### src/logic/monitor_pkg.sv
// Function
// Digital monitor source codes 00,01,03,04,05,06,07 select the monitored quantity.
// Pulse-width mode runs at a constant period whatever the monitored value.
// High time is proportional to quantity over its full scale per source.
// An 8-bit gain scales every pulse-width source, never the frequency-modulated one.
// A full-scale pulse-width output stays continuously high for meter calibration.
// Code 03 makes output frequency follow inverter output frequency, no gain.
// Frequency-modulated output tops out at the maximum frequency setting.
// Voltage and current outputs have own selectors with codes 00,01,04..07.
// Voltage output spans 0 to 10 V, current output 4 to 20 mA.
// Voltage output has own gain (default 180) and offset 0.0 to 10.0 V.
// Current output has own gain (default 80) and offset 0.0 to 20.0 mA.
// Duty saturates at always high and converter codes clamp at full scale.
package monitor_pkg;

  // Clock and pulse-width period
  localparam int CLK_PERIOD_NS = 100;
  localparam int PWM_PERIOD_NS = 6400000;
  localparam int PWM_PERIOD_CYCLES = PWM_PERIOD_NS / CLK_PERIOD_NS;

  // Source codes
  localparam logic [2:0] SRC_FREQ_PWM = 3'h0;
  localparam logic [2:0] SRC_CURRENT = 3'h1;
  localparam logic [2:0] SRC_UNUSED = 3'h2;
  localparam logic [2:0] SRC_FREQ_FM = 3'h3;
  localparam logic [2:0] SRC_VOLTAGE = 3'h4;
  localparam logic [2:0] SRC_POWER = 3'h5;
  localparam logic [2:0] SRC_THERMAL = 3'h6;
  localparam logic [2:0] SRC_RAMPED = 3'h7;

  // Full scales in 0.1 % units: 200 % and 100 %
  localparam logic [15:0] FS_DOUBLE_PCT = 16'h07d0;
  localparam logic [15:0] FS_SINGLE_PCT = 16'h03e8;

  // Normalised fraction: 1024 means full scale
  localparam int FRAC_BITS = 10;
  localparam logic [10:0] FRAC_FULL = 11'h400;
  localparam int GAIN_SHIFT = 7;
  localparam int DIV_STEPS = 26;

  // Gain and offset reset values
  localparam logic [7:0] DIG_GAIN_RESET = 8'h80;
  localparam logic [7:0] VOLT_GAIN_RESET = 8'hb4;
  localparam logic [7:0] CURR_GAIN_RESET = 8'h50;
  localparam logic [7:0] OFFSET_RESET = 8'h00;

  // Offsets in 0.1 V / 0.1 mA, converter codes in 10 mV / 10 uA
  localparam logic [7:0] VOLT_OFFSET_MAX = 8'h64;
  localparam logic [7:0] CURR_OFFSET_MAX = 8'hc8;
  localparam logic [3:0] OFFSET_TO_CODE = 4'ha;
  localparam logic [10:0] VOLT_ZERO = 11'h000;
  localparam logic [10:0] VOLT_SPAN = 11'h3e8;
  localparam logic [10:0] VOLT_FULL = 11'h3e8;
  localparam logic [10:0] CURR_ZERO = 11'h190;
  localparam logic [10:0] CURR_SPAN = 11'h640;
  localparam logic [10:0] CURR_FULL = 11'h7d0;

  // Frequency-modulated output: one toggle per modulus of 0.01 Hz steps
  localparam int FM_TOGGLE_MODULUS = (1000000000 / CLK_PERIOD_NS) * 50;

  typedef struct packed {
    logic [15:0] output_frequency;
    logic [15:0] output_current;
    logic [15:0] output_voltage;
    logic [15:0] input_power;
    logic [15:0] thermal_ratio;
    logic [15:0] ramped_frequency;
  } monitor_quantities_s;

endpackage

### src/logic/frac_divider.sv
`timescale 1ns/1ns
// Serial divider: quotient = numerator * 1024 / denominator, numerator <= denominator
module frac_divider
  import monitor_pkg::*;
(
  input wire logic ref_clk,
  input wire logic srst,
  input wire logic start,
  input wire logic [15:0] numerator,
  input wire logic [15:0] denominator,
  output logic done,
  output logic [10:0] quotient
);

  logic busy_reg;
  logic [4:0] step_reg;
  logic [15:0] rem_reg;
  logic [15:0] den_reg;
  logic [25:0] dividend_reg;
  logic [10:0] quo_reg;
  logic done_reg;
  logic [16:0] rem_shift;
  logic fits;
  logic last_step;

  // One restoring step per clock
  assign rem_shift = {rem_reg, dividend_reg[25]};
  assign fits = rem_shift >= {1'b0, den_reg};
  assign last_step = step_reg == 5'(DIV_STEPS - 1);

  // Zero denominator gives zero rather than all ones
  always_ff @(posedge ref_clk)
  begin
    if (srst)
    begin
      busy_reg <= 1'b0;
      step_reg <= 5'h00;
      rem_reg <= 16'h0000;
      den_reg <= 16'h0000;
      dividend_reg <= 26'h0000000;
      quo_reg <= 11'h000;
      done_reg <= 1'b0;
    end
    else if (start && !busy_reg)
    begin
      busy_reg <= 1'b1;
      step_reg <= 5'h00;
      rem_reg <= 16'h0000;
      den_reg <= denominator;
      dividend_reg <= {numerator, 10'h000};
      quo_reg <= 11'h000;
      done_reg <= 1'b0;
    end
    else if (busy_reg)
    begin
      step_reg <= step_reg + 5'h01;
      rem_reg <= fits ? 16'(rem_shift - {1'b0, den_reg}) : rem_shift[15:0];
      dividend_reg <= {dividend_reg[24:0], 1'b0};
      quo_reg <= {quo_reg[9:0], fits && (den_reg != 16'h0000)};
      busy_reg <= !last_step;
      done_reg <= last_step;
    end
    else
    begin
      done_reg <= 1'b0;
    end
  end

  assign done = done_reg;
  assign quotient = quo_reg;
endmodule

### src/logic/monitor_output_generator.sv
`timescale 1ns/1ns
module monitor_output_generator
  import monitor_pkg::*;
#(
  parameter int PWM_PERIOD = PWM_PERIOD_CYCLES
)
(
  input wire logic ref_clk,
  input wire logic srst,
  input wire monitor_quantities_s quantities,
  input wire logic [15:0] max_frequency_setting,
  input wire logic [2:0] digital_monitor_source_sel,
  input wire logic [2:0] voltage_monitor_source_sel,
  input wire logic [2:0] current_monitor_source_sel,
  input wire logic [7:0] pulse_width_gain,
  input wire logic [7:0] voltage_monitor_gain,
  input wire logic [7:0] voltage_monitor_offset,
  input wire logic [7:0] current_monitor_gain,
  input wire logic [7:0] current_monitor_offset,
  input wire logic pwm_full_scale_test,
  output logic digital_monitor_out,
  output logic [10:0] voltage_monitor_out,
  output logic [10:0] current_monitor_out
);

  // Picks {numerator, full scale}; numerator is clamped to full scale
  function automatic logic [31:0] pick_source(input logic [2:0] code,
    input monitor_quantities_s q, input logic [15:0] fmax);
    logic [15:0] value;
    logic [15:0] full;
    value = 16'h0000;
    full = fmax;
    case (code)
      SRC_FREQ_PWM, SRC_FREQ_FM: value = q.output_frequency;
      SRC_CURRENT:
      begin
        value = q.output_current;
        full = FS_DOUBLE_PCT;
      end
      SRC_VOLTAGE:
      begin
        value = q.output_voltage;
        full = FS_SINGLE_PCT;
      end
      SRC_POWER:
      begin
        value = q.input_power;
        full = FS_DOUBLE_PCT;
      end
      SRC_THERMAL:
      begin
        value = q.thermal_ratio;
        full = FS_SINGLE_PCT;
      end
      SRC_RAMPED: value = q.ramped_frequency;
      default: value = 16'h0000;
    endcase
    if (value > full)
      value = full;
    return {value, full};
  endfunction

  // Gain of 128 is unity; anything past full scale saturates
  function automatic logic [10:0] apply_gain(input logic [10:0] frac, input logic [7:0] gain);
    logic [18:0] prod;
    prod = frac * gain;
    return (prod[18:GAIN_SHIFT] > {1'b0, FRAC_FULL}) ? FRAC_FULL : prod[17:GAIN_SHIFT];
  endfunction

  // Converter code: zero + span share + offset, clamped at full
  function automatic logic [10:0] analog_level(input logic [10:0] unit, input logic [7:0] offset,
    input logic [10:0] zero, input logic [10:0] span, input logic [10:0] full);
    logic [21:0] spanned;
    logic [11:0] off_code;
    logic [12:0] sum;
    spanned = unit * span;
    off_code = offset * OFFSET_TO_CODE;
    sum = {2'b00, zero} + {2'b00, spanned[20:FRAC_BITS]} + {1'b0, off_code};
    return (sum > {2'b00, full}) ? full : sum[10:0];
  endfunction

  logic [16:0] period_cnt_reg;
  logic [16:0] high_reg;
  logic [16:0] pending_high_reg;
  logic [7:0] dig_gain_reg;
  logic [7:0] volt_gain_reg;
  logic [7:0] volt_offset_reg;
  logic [7:0] curr_gain_reg;
  logic [7:0] curr_offset_reg;
  logic test_reg;
  logic [29:0] fm_acc_reg;
  logic fm_level_reg;
  logic digital_out_reg;
  logic [10:0] volt_out_reg;
  logic [10:0] curr_out_reg;

  // Period timing and source selection
  wire period_start = period_cnt_reg == 17'h00000;
  wire period_end = period_cnt_reg == 17'(PWM_PERIOD - 1);
  wire fm_mode = digital_monitor_source_sel == SRC_FREQ_FM;
  wire [2:0] volt_code = (voltage_monitor_source_sel == SRC_FREQ_FM) ? SRC_UNUSED
    : voltage_monitor_source_sel;
  wire [2:0] curr_code = (current_monitor_source_sel == SRC_FREQ_FM) ? SRC_UNUSED
    : current_monitor_source_sel;
  wire [31:0] dig_pick = pick_source(digital_monitor_source_sel, quantities,
    max_frequency_setting);
  wire [31:0] volt_pick = pick_source(volt_code, quantities, max_frequency_setting);
  wire [31:0] curr_pick = pick_source(curr_code, quantities, max_frequency_setting);

  wire dig_done;
  wire volt_done;
  wire curr_done;
  wire [10:0] dig_frac;
  wire [10:0] volt_frac;
  wire [10:0] curr_frac;

  frac_divider dig_div (.ref_clk(ref_clk), .srst(srst), .start(period_start),
    .numerator(dig_pick[31:16]), .denominator(dig_pick[15:0]), .done(dig_done),
    .quotient(dig_frac));
  frac_divider volt_div (.ref_clk(ref_clk), .srst(srst), .start(period_start),
    .numerator(volt_pick[31:16]), .denominator(volt_pick[15:0]), .done(volt_done),
    .quotient(volt_frac));
  frac_divider curr_div (.ref_clk(ref_clk), .srst(srst), .start(period_start),
    .numerator(curr_pick[31:16]), .denominator(curr_pick[15:0]), .done(curr_done),
    .quotient(curr_frac));

  // Duty and high time; test forces full scale
  wire [10:0] duty = test_reg ? FRAC_FULL : apply_gain(dig_frac, dig_gain_reg);
  wire [27:0] high_prod = duty * 17'(PWM_PERIOD);
  wire [16:0] high_count = high_prod[26:FRAC_BITS];
  wire pwm_level = period_cnt_reg < high_reg;
  wire [10:0] volt_code_out = analog_level(apply_gain(volt_frac, volt_gain_reg),
    volt_offset_reg, VOLT_ZERO, VOLT_SPAN, VOLT_FULL);
  wire [10:0] curr_code_out = analog_level(apply_gain(curr_frac, curr_gain_reg),
    curr_offset_reg, CURR_ZERO, CURR_SPAN, CURR_FULL);

  // Frequency-modulated path ignores gain entirely
  wire [15:0] fm_inc = (quantities.output_frequency > max_frequency_setting)
    ? max_frequency_setting : quantities.output_frequency;
  wire [30:0] fm_sum = {1'b0, fm_acc_reg} + {15'h0000, fm_inc};
  wire fm_wrap = fm_sum >= 31'(FM_TOGGLE_MODULUS);

  // Fixed period counter, independent of the monitored value
  always_ff @(posedge ref_clk)
  begin
    if (srst)
      period_cnt_reg <= 17'h00000;
    else
      period_cnt_reg <= period_end ? 17'h00000 : period_cnt_reg + 17'h00001;
  end

  // Settings are latched once per period so a period never sees a half update
  always_ff @(posedge ref_clk)
  begin
    if (srst)
    begin
      dig_gain_reg <= DIG_GAIN_RESET;
      volt_gain_reg <= VOLT_GAIN_RESET;
      volt_offset_reg <= OFFSET_RESET;
      curr_gain_reg <= CURR_GAIN_RESET;
      curr_offset_reg <= OFFSET_RESET;
      test_reg <= 1'b0;
    end
    else if (period_start)
    begin
      dig_gain_reg <= pulse_width_gain;
      volt_gain_reg <= voltage_monitor_gain;
      volt_offset_reg <= (voltage_monitor_offset > VOLT_OFFSET_MAX) ? VOLT_OFFSET_MAX
        : voltage_monitor_offset;
      curr_gain_reg <= current_monitor_gain;
      curr_offset_reg <= (current_monitor_offset > CURR_OFFSET_MAX) ? CURR_OFFSET_MAX
        : current_monitor_offset;
      test_reg <= pwm_full_scale_test;
    end
  end

  // New high time waits for the period boundary to keep each period whole
  always_ff @(posedge ref_clk)
  begin
    if (srst)
    begin
      pending_high_reg <= 17'h00000;
      high_reg <= 17'h00000;
    end
    else
    begin
      if (dig_done)
        pending_high_reg <= high_count;
      if (period_end)
        high_reg <= pending_high_reg;
    end
  end

  // Modulo accumulator gives an exact average rate in 0.01 Hz steps
  always_ff @(posedge ref_clk)
  begin
    if (srst)
    begin
      fm_acc_reg <= 30'h00000000;
      fm_level_reg <= 1'b0;
    end
    else if (fm_wrap)
    begin
      fm_acc_reg <= 30'(fm_sum - 31'(FM_TOGGLE_MODULUS));
      fm_level_reg <= !fm_level_reg;
    end
    else
    begin
      fm_acc_reg <= fm_sum[29:0];
    end
  end

  // Registered outputs
  always_ff @(posedge ref_clk)
  begin
    if (srst)
    begin
      digital_out_reg <= 1'b0;
      volt_out_reg <= VOLT_ZERO;
      curr_out_reg <= CURR_ZERO;
    end
    else
    begin
      digital_out_reg <= fm_mode ? fm_level_reg : pwm_level;
      if (volt_done)
        volt_out_reg <= volt_code_out;
      if (curr_done)
        curr_out_reg <= curr_code_out;
    end
  end

  assign digital_monitor_out = digital_out_reg;
  assign voltage_monitor_out = volt_out_reg;
  assign current_monitor_out = curr_out_reg;
endmodule

### config.mk
export PLATFORM = sky130hd
export DESIGN_NAME = monitor_output_generator
export DESIGN_NICKNAME = d
export VERILOG_FILES = /design/src/logic/monitor_pkg.sv /design/src/logic/frac_divider.sv /design/src/logic/monitor_output_generator.sv
export SDC_FILE = /design/constraint.sdc
export NUM_CORES = 2
export LEC_CHECK = 0
export ABC_AREA = 1
export BUFFER_PORTS_ARGS = -buffer_cell sky130_fd_sc_hd__buf_2
export CORE_MARGIN = 3
export CORE_UTILIZATION = 64
export CTS_CLUSTER_SIZE = 25
export DETAILED_ROUTE_END_ITERATION = 10
export PLACE_DENSITY_LB_ADDON = 0.05
export SKIP_CTS_REPAIR_TIMING = 1
export SLEW_MARGIN = 40
export SYNTH_ARGS = -nofsm -noshare
export SYNTH_HDL_FRONTEND = slang
export SYNTH_SLANG_ARGS = --single-unit
export TNS_END_PERCENT = 30
### constraint.sdc
create_clock -name ref_clk -period 11.8 [get_ports ref_clk]
set_input_delay 0 -clock ref_clk [delete_from_list [all_inputs] [get_ports ref_clk]]
set_output_delay 0 -clock ref_clk [all_outputs]
set_load 0.02 [all_outputs]
== Word level (Yosys, flattened, before mapping) ==
Cells that the tools add are included.

* Bits in registers: 344
* Bits of input ports: 164
* Output and inout bits: 23
* Word-level logic and storage cells: 174

* $add $sub $neg: 12
* Multipliers: 8
* Magnitude comparators: 16
* Eq/ne operators: 24
* Mux-type cells: 37
* Bitwise operators: 3
* Reduce and logical (&&, ||, !) cells: 39

{| class="wikitable"
|+ Operators by type and width
! cell !! count
|-
| $pmux W16 S6 || 3
|-
| $mux W26 || 6
|-
| $mux W16 || 7
|-
| $pmux W16 S2 || 3
|-
| $mux W11 || 6
|-
| $gt A16 B16 Y1 || 4
|-
| $mul A11 B8 Y19 || 3
|-
| $ge A17 B16 Y1 || 3
|-
| $reduce_bool A16 Y1 || 3
|-
| $sub A16 B16 Y16 || 3
|-
| $eq A3 B3 Y1 const B || 12
|-
| $gt A12 B11 Y1 const B || 3
|-
| $mul A11 B7 Y18 const B || 2
|-
| $add A30 B16 Y31 || 1
|-
| $ge A31 B29 Y1 const B || 1
|-
| $mux W30 || 1
|-
| $sub A30 B29 Y30 const B || 1
|-
| $reduce_or A2 Y1 || 13
|-
| $mul A8 B3 Y11 const B || 2
|-
| $add A17 B1 Y17 const B || 1
|-
| $eq A17 B16 Y1 const B || 1
|-
| $logic_not A17 Y1 || 1
|-
| $lt A17 B17 Y1 || 1
|-
| $mux W8 || 2
|-
| other kinds (20) || 56
|}

== Logic depth before layout (Yosys ltp) ==
* Depth after elaboration: 8
* Depth in mapped cells: 59
* Mapped depth without buffers: 58

== Modules after synthesis ==
From an unflattened synthesis, not the netlist that was laid out.

* Cell total of the unflattened synthesis: 5,764
* Area, all modules: 38,710.9 um^2

{| class="wikitable"
|+ Modules (own cells, without submodules)
! module !! times used !! cells each !! area an instance (um^2) !! seq. area each (um^2)
|-
| monitor_output_generator || 1 || 3,970 || 26,980.9 || 2,922.8
|-
| frac_divider || 3 || 598 || 3,910.0 || 1,321.3
|}

== Worst setup path after synthesis ==
No wires, ideal clock.

* Path kind: register -> register
* Start: register volt_gain_reg[7]
* End: register volt_out_reg[3], in the netlist voltage_monitor_out[3]
* Setup time: 0.115 ns
* Arrival time: 9.498 ns
* Required time: 11.685 ns
* Setup slack: 2.187 ns
* Cell stages (with the launch flop): 48
* Buffers on the path: 1
* Period minus slack after synthesis: 9.613 ns
* Path through: dfxtp_1 > clkbuf_1 > nand2_1 > fa_1 > fa_1 > inv_1 > fa_1 > inv_1 > fa_1 > inv_1 > ha_1 > inv_1 > o21ai_0 > a21oi_1 > nand2_1 > a21oi_1 > xor2_1 > nand2_1 > [... 12 more ...] > a21oi_1 > o21ai_0 > a31oi_1 > o21ai_0 > xor2_1 > ha_1 > inv_1 > nor4_1 > nand2_1 > o311ai_0 > xnor2_1 > nor2_1 > nand2_1 > nor2_1 > nand2_1 > nand2_1 > o21ai_0 > inv_1

* Longest elaborated chain between the ends: 7

{| class="wikitable"
|+ Ends and longest elaborated chain
! item !! RTL line !! text
|-
| from (decl) || monitor_output_generator.sv:86 || <nowiki>logic [7:0] volt_gain_reg;</nowiki>
|-
| from (signal assigned) || monitor_output_generator.sv:167 || <nowiki>volt_gain_reg <= voltage_monitor_gain;</nowiki>
|-
| $mul A11 B8 Y19 (*) || monitor_output_generator.sv:66 || <nowiki>prod = frac * gain;</nowiki>
|-
| $gt A12 B11 Y1 || monitor_output_generator.sv:67 || <nowiki>return (prod[18:GAIN_SHIFT] > {1'b0, FRAC_FULL}) ? FRAC_FULL : prod[17:GAIN_SHIFT];</nowiki>
|-
| $mux W11 (*) || monitor_output_generator.sv:67 ||
|-
| $mul A11 B7 Y18 (*) || monitor_output_generator.sv:76 || <nowiki>spanned = unit * span;</nowiki>
|-
| $add A11 B12 Y13 (*) || monitor_output_generator.sv:78 || <nowiki>sum = {2'b00, zero} + {2'b00, spanned[20:FRAC_BITS]} + {1'b0, off_code};</nowiki>
|-
| $gt A13 B10 Y1 || monitor_output_generator.sv:79 || <nowiki>return (sum > {2'b00, full}) ? full : sum[10:0];</nowiki>
|-
| $mux W11 (*) || monitor_output_generator.sv:79 ||
|-
| to (signal assigned) || monitor_output_generator.sv:226 || <nowiki>volt_out_reg <= volt_code_out;</nowiki>
|-
| to (decl) || monitor_output_generator.sv:94 || <nowiki>logic [10:0] volt_out_reg;</nowiki>
|}

Every way passes the cells marked *; elsewhere a longest branch is shown, timed or not.
A chain may end at the register's enable or synchronous reset.

== Final worst setup path ==
* Start: register volt_gain_reg[5]
* End: register volt_out_reg[8], in the netlist voltage_monitor_out[8]

Same word-level chain as after synthesis.

==> flow_summary.ini <==
[status]
status = finished with violations
failed_checks = hold timing

[sta]
timing.final.setup_violations = 0
fin_setup_tns_ps = 0
fin_crit_sh_pct = 89.4
grt_setup_unrepaired = false
timing.clock.skew_ps = 19.4
slew-limit-headroom_pct = 37.0
report.final.slew_viol_count = 0
worst_slew_pin_slew_ps = 921
final_critical_path_setup_slack_ps = 1260
timing.hold.ws_ps = -20.3
hold_violations = 3
finalCriticalPeriod_ps = 10540
fmaxAchievable_mhz = 94.8

[cells_and_area]
layout.cells.non_filler = 6189
finish.instance_area_um2 = 39900
drive_gt1_share_pct = 6.33
nets = 6240
flow.area_growth_from_synthesis_pct = 8.92
register_area_um2 = 6890
filler_cell_count = 4997
largest_reg_flops = 30
antenna_cells = 0
multi_input_area_um2 = 25200

[synthesis]
main_combinational_cell_family_by_area_after_synthesis = adder cells
synth-warning-count = 0
synth_fp_nets = 6123
postSynthRegisterBits = 344
synthXorXnorAreaFrac_pct = 3.87
avg_synthesized_cell_area_um2 = 6.93
post_synth_inst_count = 5286
synthDominantAreaCellType = dfxtp_1
post_synth_mux_area_share_pct = 0
synthesized_area_fraction_occupied_by_ao_oa_aoi_and_oai_cells_pct = 15.6
post_synth_instance_area_um2 = 36600
synth_largest_type_area_fraction_pct = 18.8
synthAdderAreaFrac_pct = 27.9
synth_cell_types = 64
async_reset_ff_share_pct = 0
synth_edf_count = 0
ys_top_cells_by_area = dfxtp_1, ha_1, fa_1, nand2_1, inv_1
synthSimpleGateAreaFrac_pct = 21.3
yosysSeqAreaShare_pct = 18.8
synth_flop_cell = dfxtp_1

[route]
routed_via_density = 5.58
route.detailed.drc = 0
route.vias.total = 34500
ant_nets = 0
detail_route.wl_per_cell_um = 15.7
detail_route.wirelength_um = 97400
drt_pass1_iterations = 6
drt_iter0_drc = 2250

[power_and_ir_drop]
total_power_mw = 4.62
pwr-share-comb_pct = 41.9
leakage_nw = 21.5
internal_power_mw = 2.68
power.density_cell_area_nw_per_um2 = 116
power_switching_mw = 1.94
worst_ir_drop_vdd_mv = 0.148
p_clk_share_pct = 27.3
pwr-share-seq_pct = 30.7
fraction_of_power_spent_switching_nets_pct = 42.0

[floorplan]
fp.dieArea_um2 = 60100
fp.dieW_um = 245
floorplan.initialDensity_pct = 64.8
num_io_pins = 187
die_height_um = 245
core_region_area_um2 = 56500
number_of_rows_in_the_core_area = 87

[worst_hold_path]
worstHoldPathType = in -> reg

[critical_path]
cp_data_arrival_time_ps = 11010
critPathRequiredTime_ps = 12260
timing.critical_path.max_delay_family = adder cells
critical_path_peak_fanout = 12
cp_slowest_cell = dfxtp_1
end_kind = flip-flop
critPathKind = reg -> reg
crit_path_frequent_cell = inv_1
r2r_slack_ps = 1260
cp-start-kind = flip-flop
critical-path-max-stage-delay_ps = 600
critical_path.n_buffers_inverters = 10

[global_route]
gr-total-overflow = 0
grt_antenna_before_repair = 0
global_route_usage_sum_pct = 31.8
grt_start_max_net_pins = 74
grt_first_pass_wirelength_um = 160000
via_count_of_the_first_global_routing_pass = 32900

[cts]
cts_made_buffers = 40
clock_latency_ps = 590
clock-sinks = 344
cts_tree = done
cts.clk_slew.worst_paths_ps = 80
clock_tree.htree_level_count = 2
clock_tree.root_cell = clkbuf_16
clock_tree.buffer_depth = 3

[placed_design]
place_worst_setup_slack_ps = 1350
place.port_buffers = 186
post_dp_cell_area_um2 = 37900
post-dp-hpwl_um = 74200
dpl.cell_count = 6054
place.gp.congestion = 1.03

[run]
timing.max_cap.violations = 0
==> cell type report <==
| cell class | count | share of cell area [%] |
|---|---|---|
| Multi-Input combinational cell | 3727 | 63.1 |
| Clock inverter | 19 | 0.505 |
| Timing Repair Buffer | 266 | 4.25 |
| Sequential cell | 344 | 17.3 |
| Tap cell | 756 | 2.37 |
| Clock buffer | 53 | 2.83 |
| Inverter | 1024 | 9.64 |
==> synth_stat cells (12+ instances only) <==
master,n
dfxtp_1,344
fa_1,240
or2_2,13
nand4_1,46
a2111oi_0,17
clkbuf_1,177
nor3_1,85
nand3_1,146
inv_1,1014
a31oi_1,54
nor2_1,383
nor4_1,22
nand2_2,12
o22ai_1,121
nand2_1,1148
ha_1,433
a21oi_1,442
o211ai_1,61
o21ai_0,227
xnor2_1,63
xor2_1,90
==> final timing paths <==
| path | startpoint | depth (start not counted) | to |
|---|---|---|---|
| min reg2reg | voltage_monitor_out[10]$_SDFFE_PP0P_ | 2 | voltage_monitor_out[10]$_SDFFE_PP0P_ |
| max reg2reg | volt_gain_reg[5]$_SDFFE_PP1P_ | 45 | voltage_monitor_out[8]$_SDFFE_PP0P_ |
| min | quantities[80] | 6 | fm_acc_reg[0]$_SDFF_PP0_ |
| max | volt_gain_reg[5]$_SDFFE_PP1P_ | 45 | voltage_monitor_out[8]$_SDFFE_PP0P_ |
==> power by group through the flow <==
stage	Clock, mW	Combinational [mW]	Sequential [mW]
after floorplan	0	1.50	1.38
after global placement	0	1.85	1.44
after detailed placement	0	1.87	1.44
after CTS	1.28	1.89	1.42
after global routing	1.33	2.20	1.43
final	1.26	1.94	1.42
==> per-layer routing <==
layer	track usage (%)	wire length, um
met2	54.8	46400
met4	10.8	3470
met1	41.3	41600
met3	4.13	5940
met5	0	0
==> per-stage QoR <==
step	utilization, %	hold slack, ps
global route	70.6	-3.01
floorplan	-	113
detailed placement	67.1	205
finish	70.6	-20.3
global placement	67.0	205
CTS	69.4	-406
==> cells in the final DEF, fill, tap and decap left out, types with 40 or more instances in the layout <==
cell type	n
a21oi_1	442
o21ai_0	227
nand3_1	146
buf_2	185
a31oi_1	54
xnor2_1	63
ha_1	433
dlygate4sd3_1	63
nand2_1	1142
nand4_1	46
o22ai_1	121
clkbuf_16	40
o211ai_1	61
fa_1	240
dfxtp_1	344
inv_1	1011
xor2_1	90
nor3_1	83
nor2_1	376
==> worst min-delay path, stage by stage <==
cell,delay [ps]
buf_2,110
nand2_1,50
o21ai_0,130
ha_1,140
inv_1,40
nor2_1,70
==> kinds of logic after synthesis <==
kind of cell,Yosys count
flip-flops,344
adder cells (fa/ha/maj),673
XOR/XNOR,157
AO/OA/AOI/OAI,1005
AND/OR/NAND/NOR,1892
buffers and inverters,1215
Power figures use the tool's default switching activity.
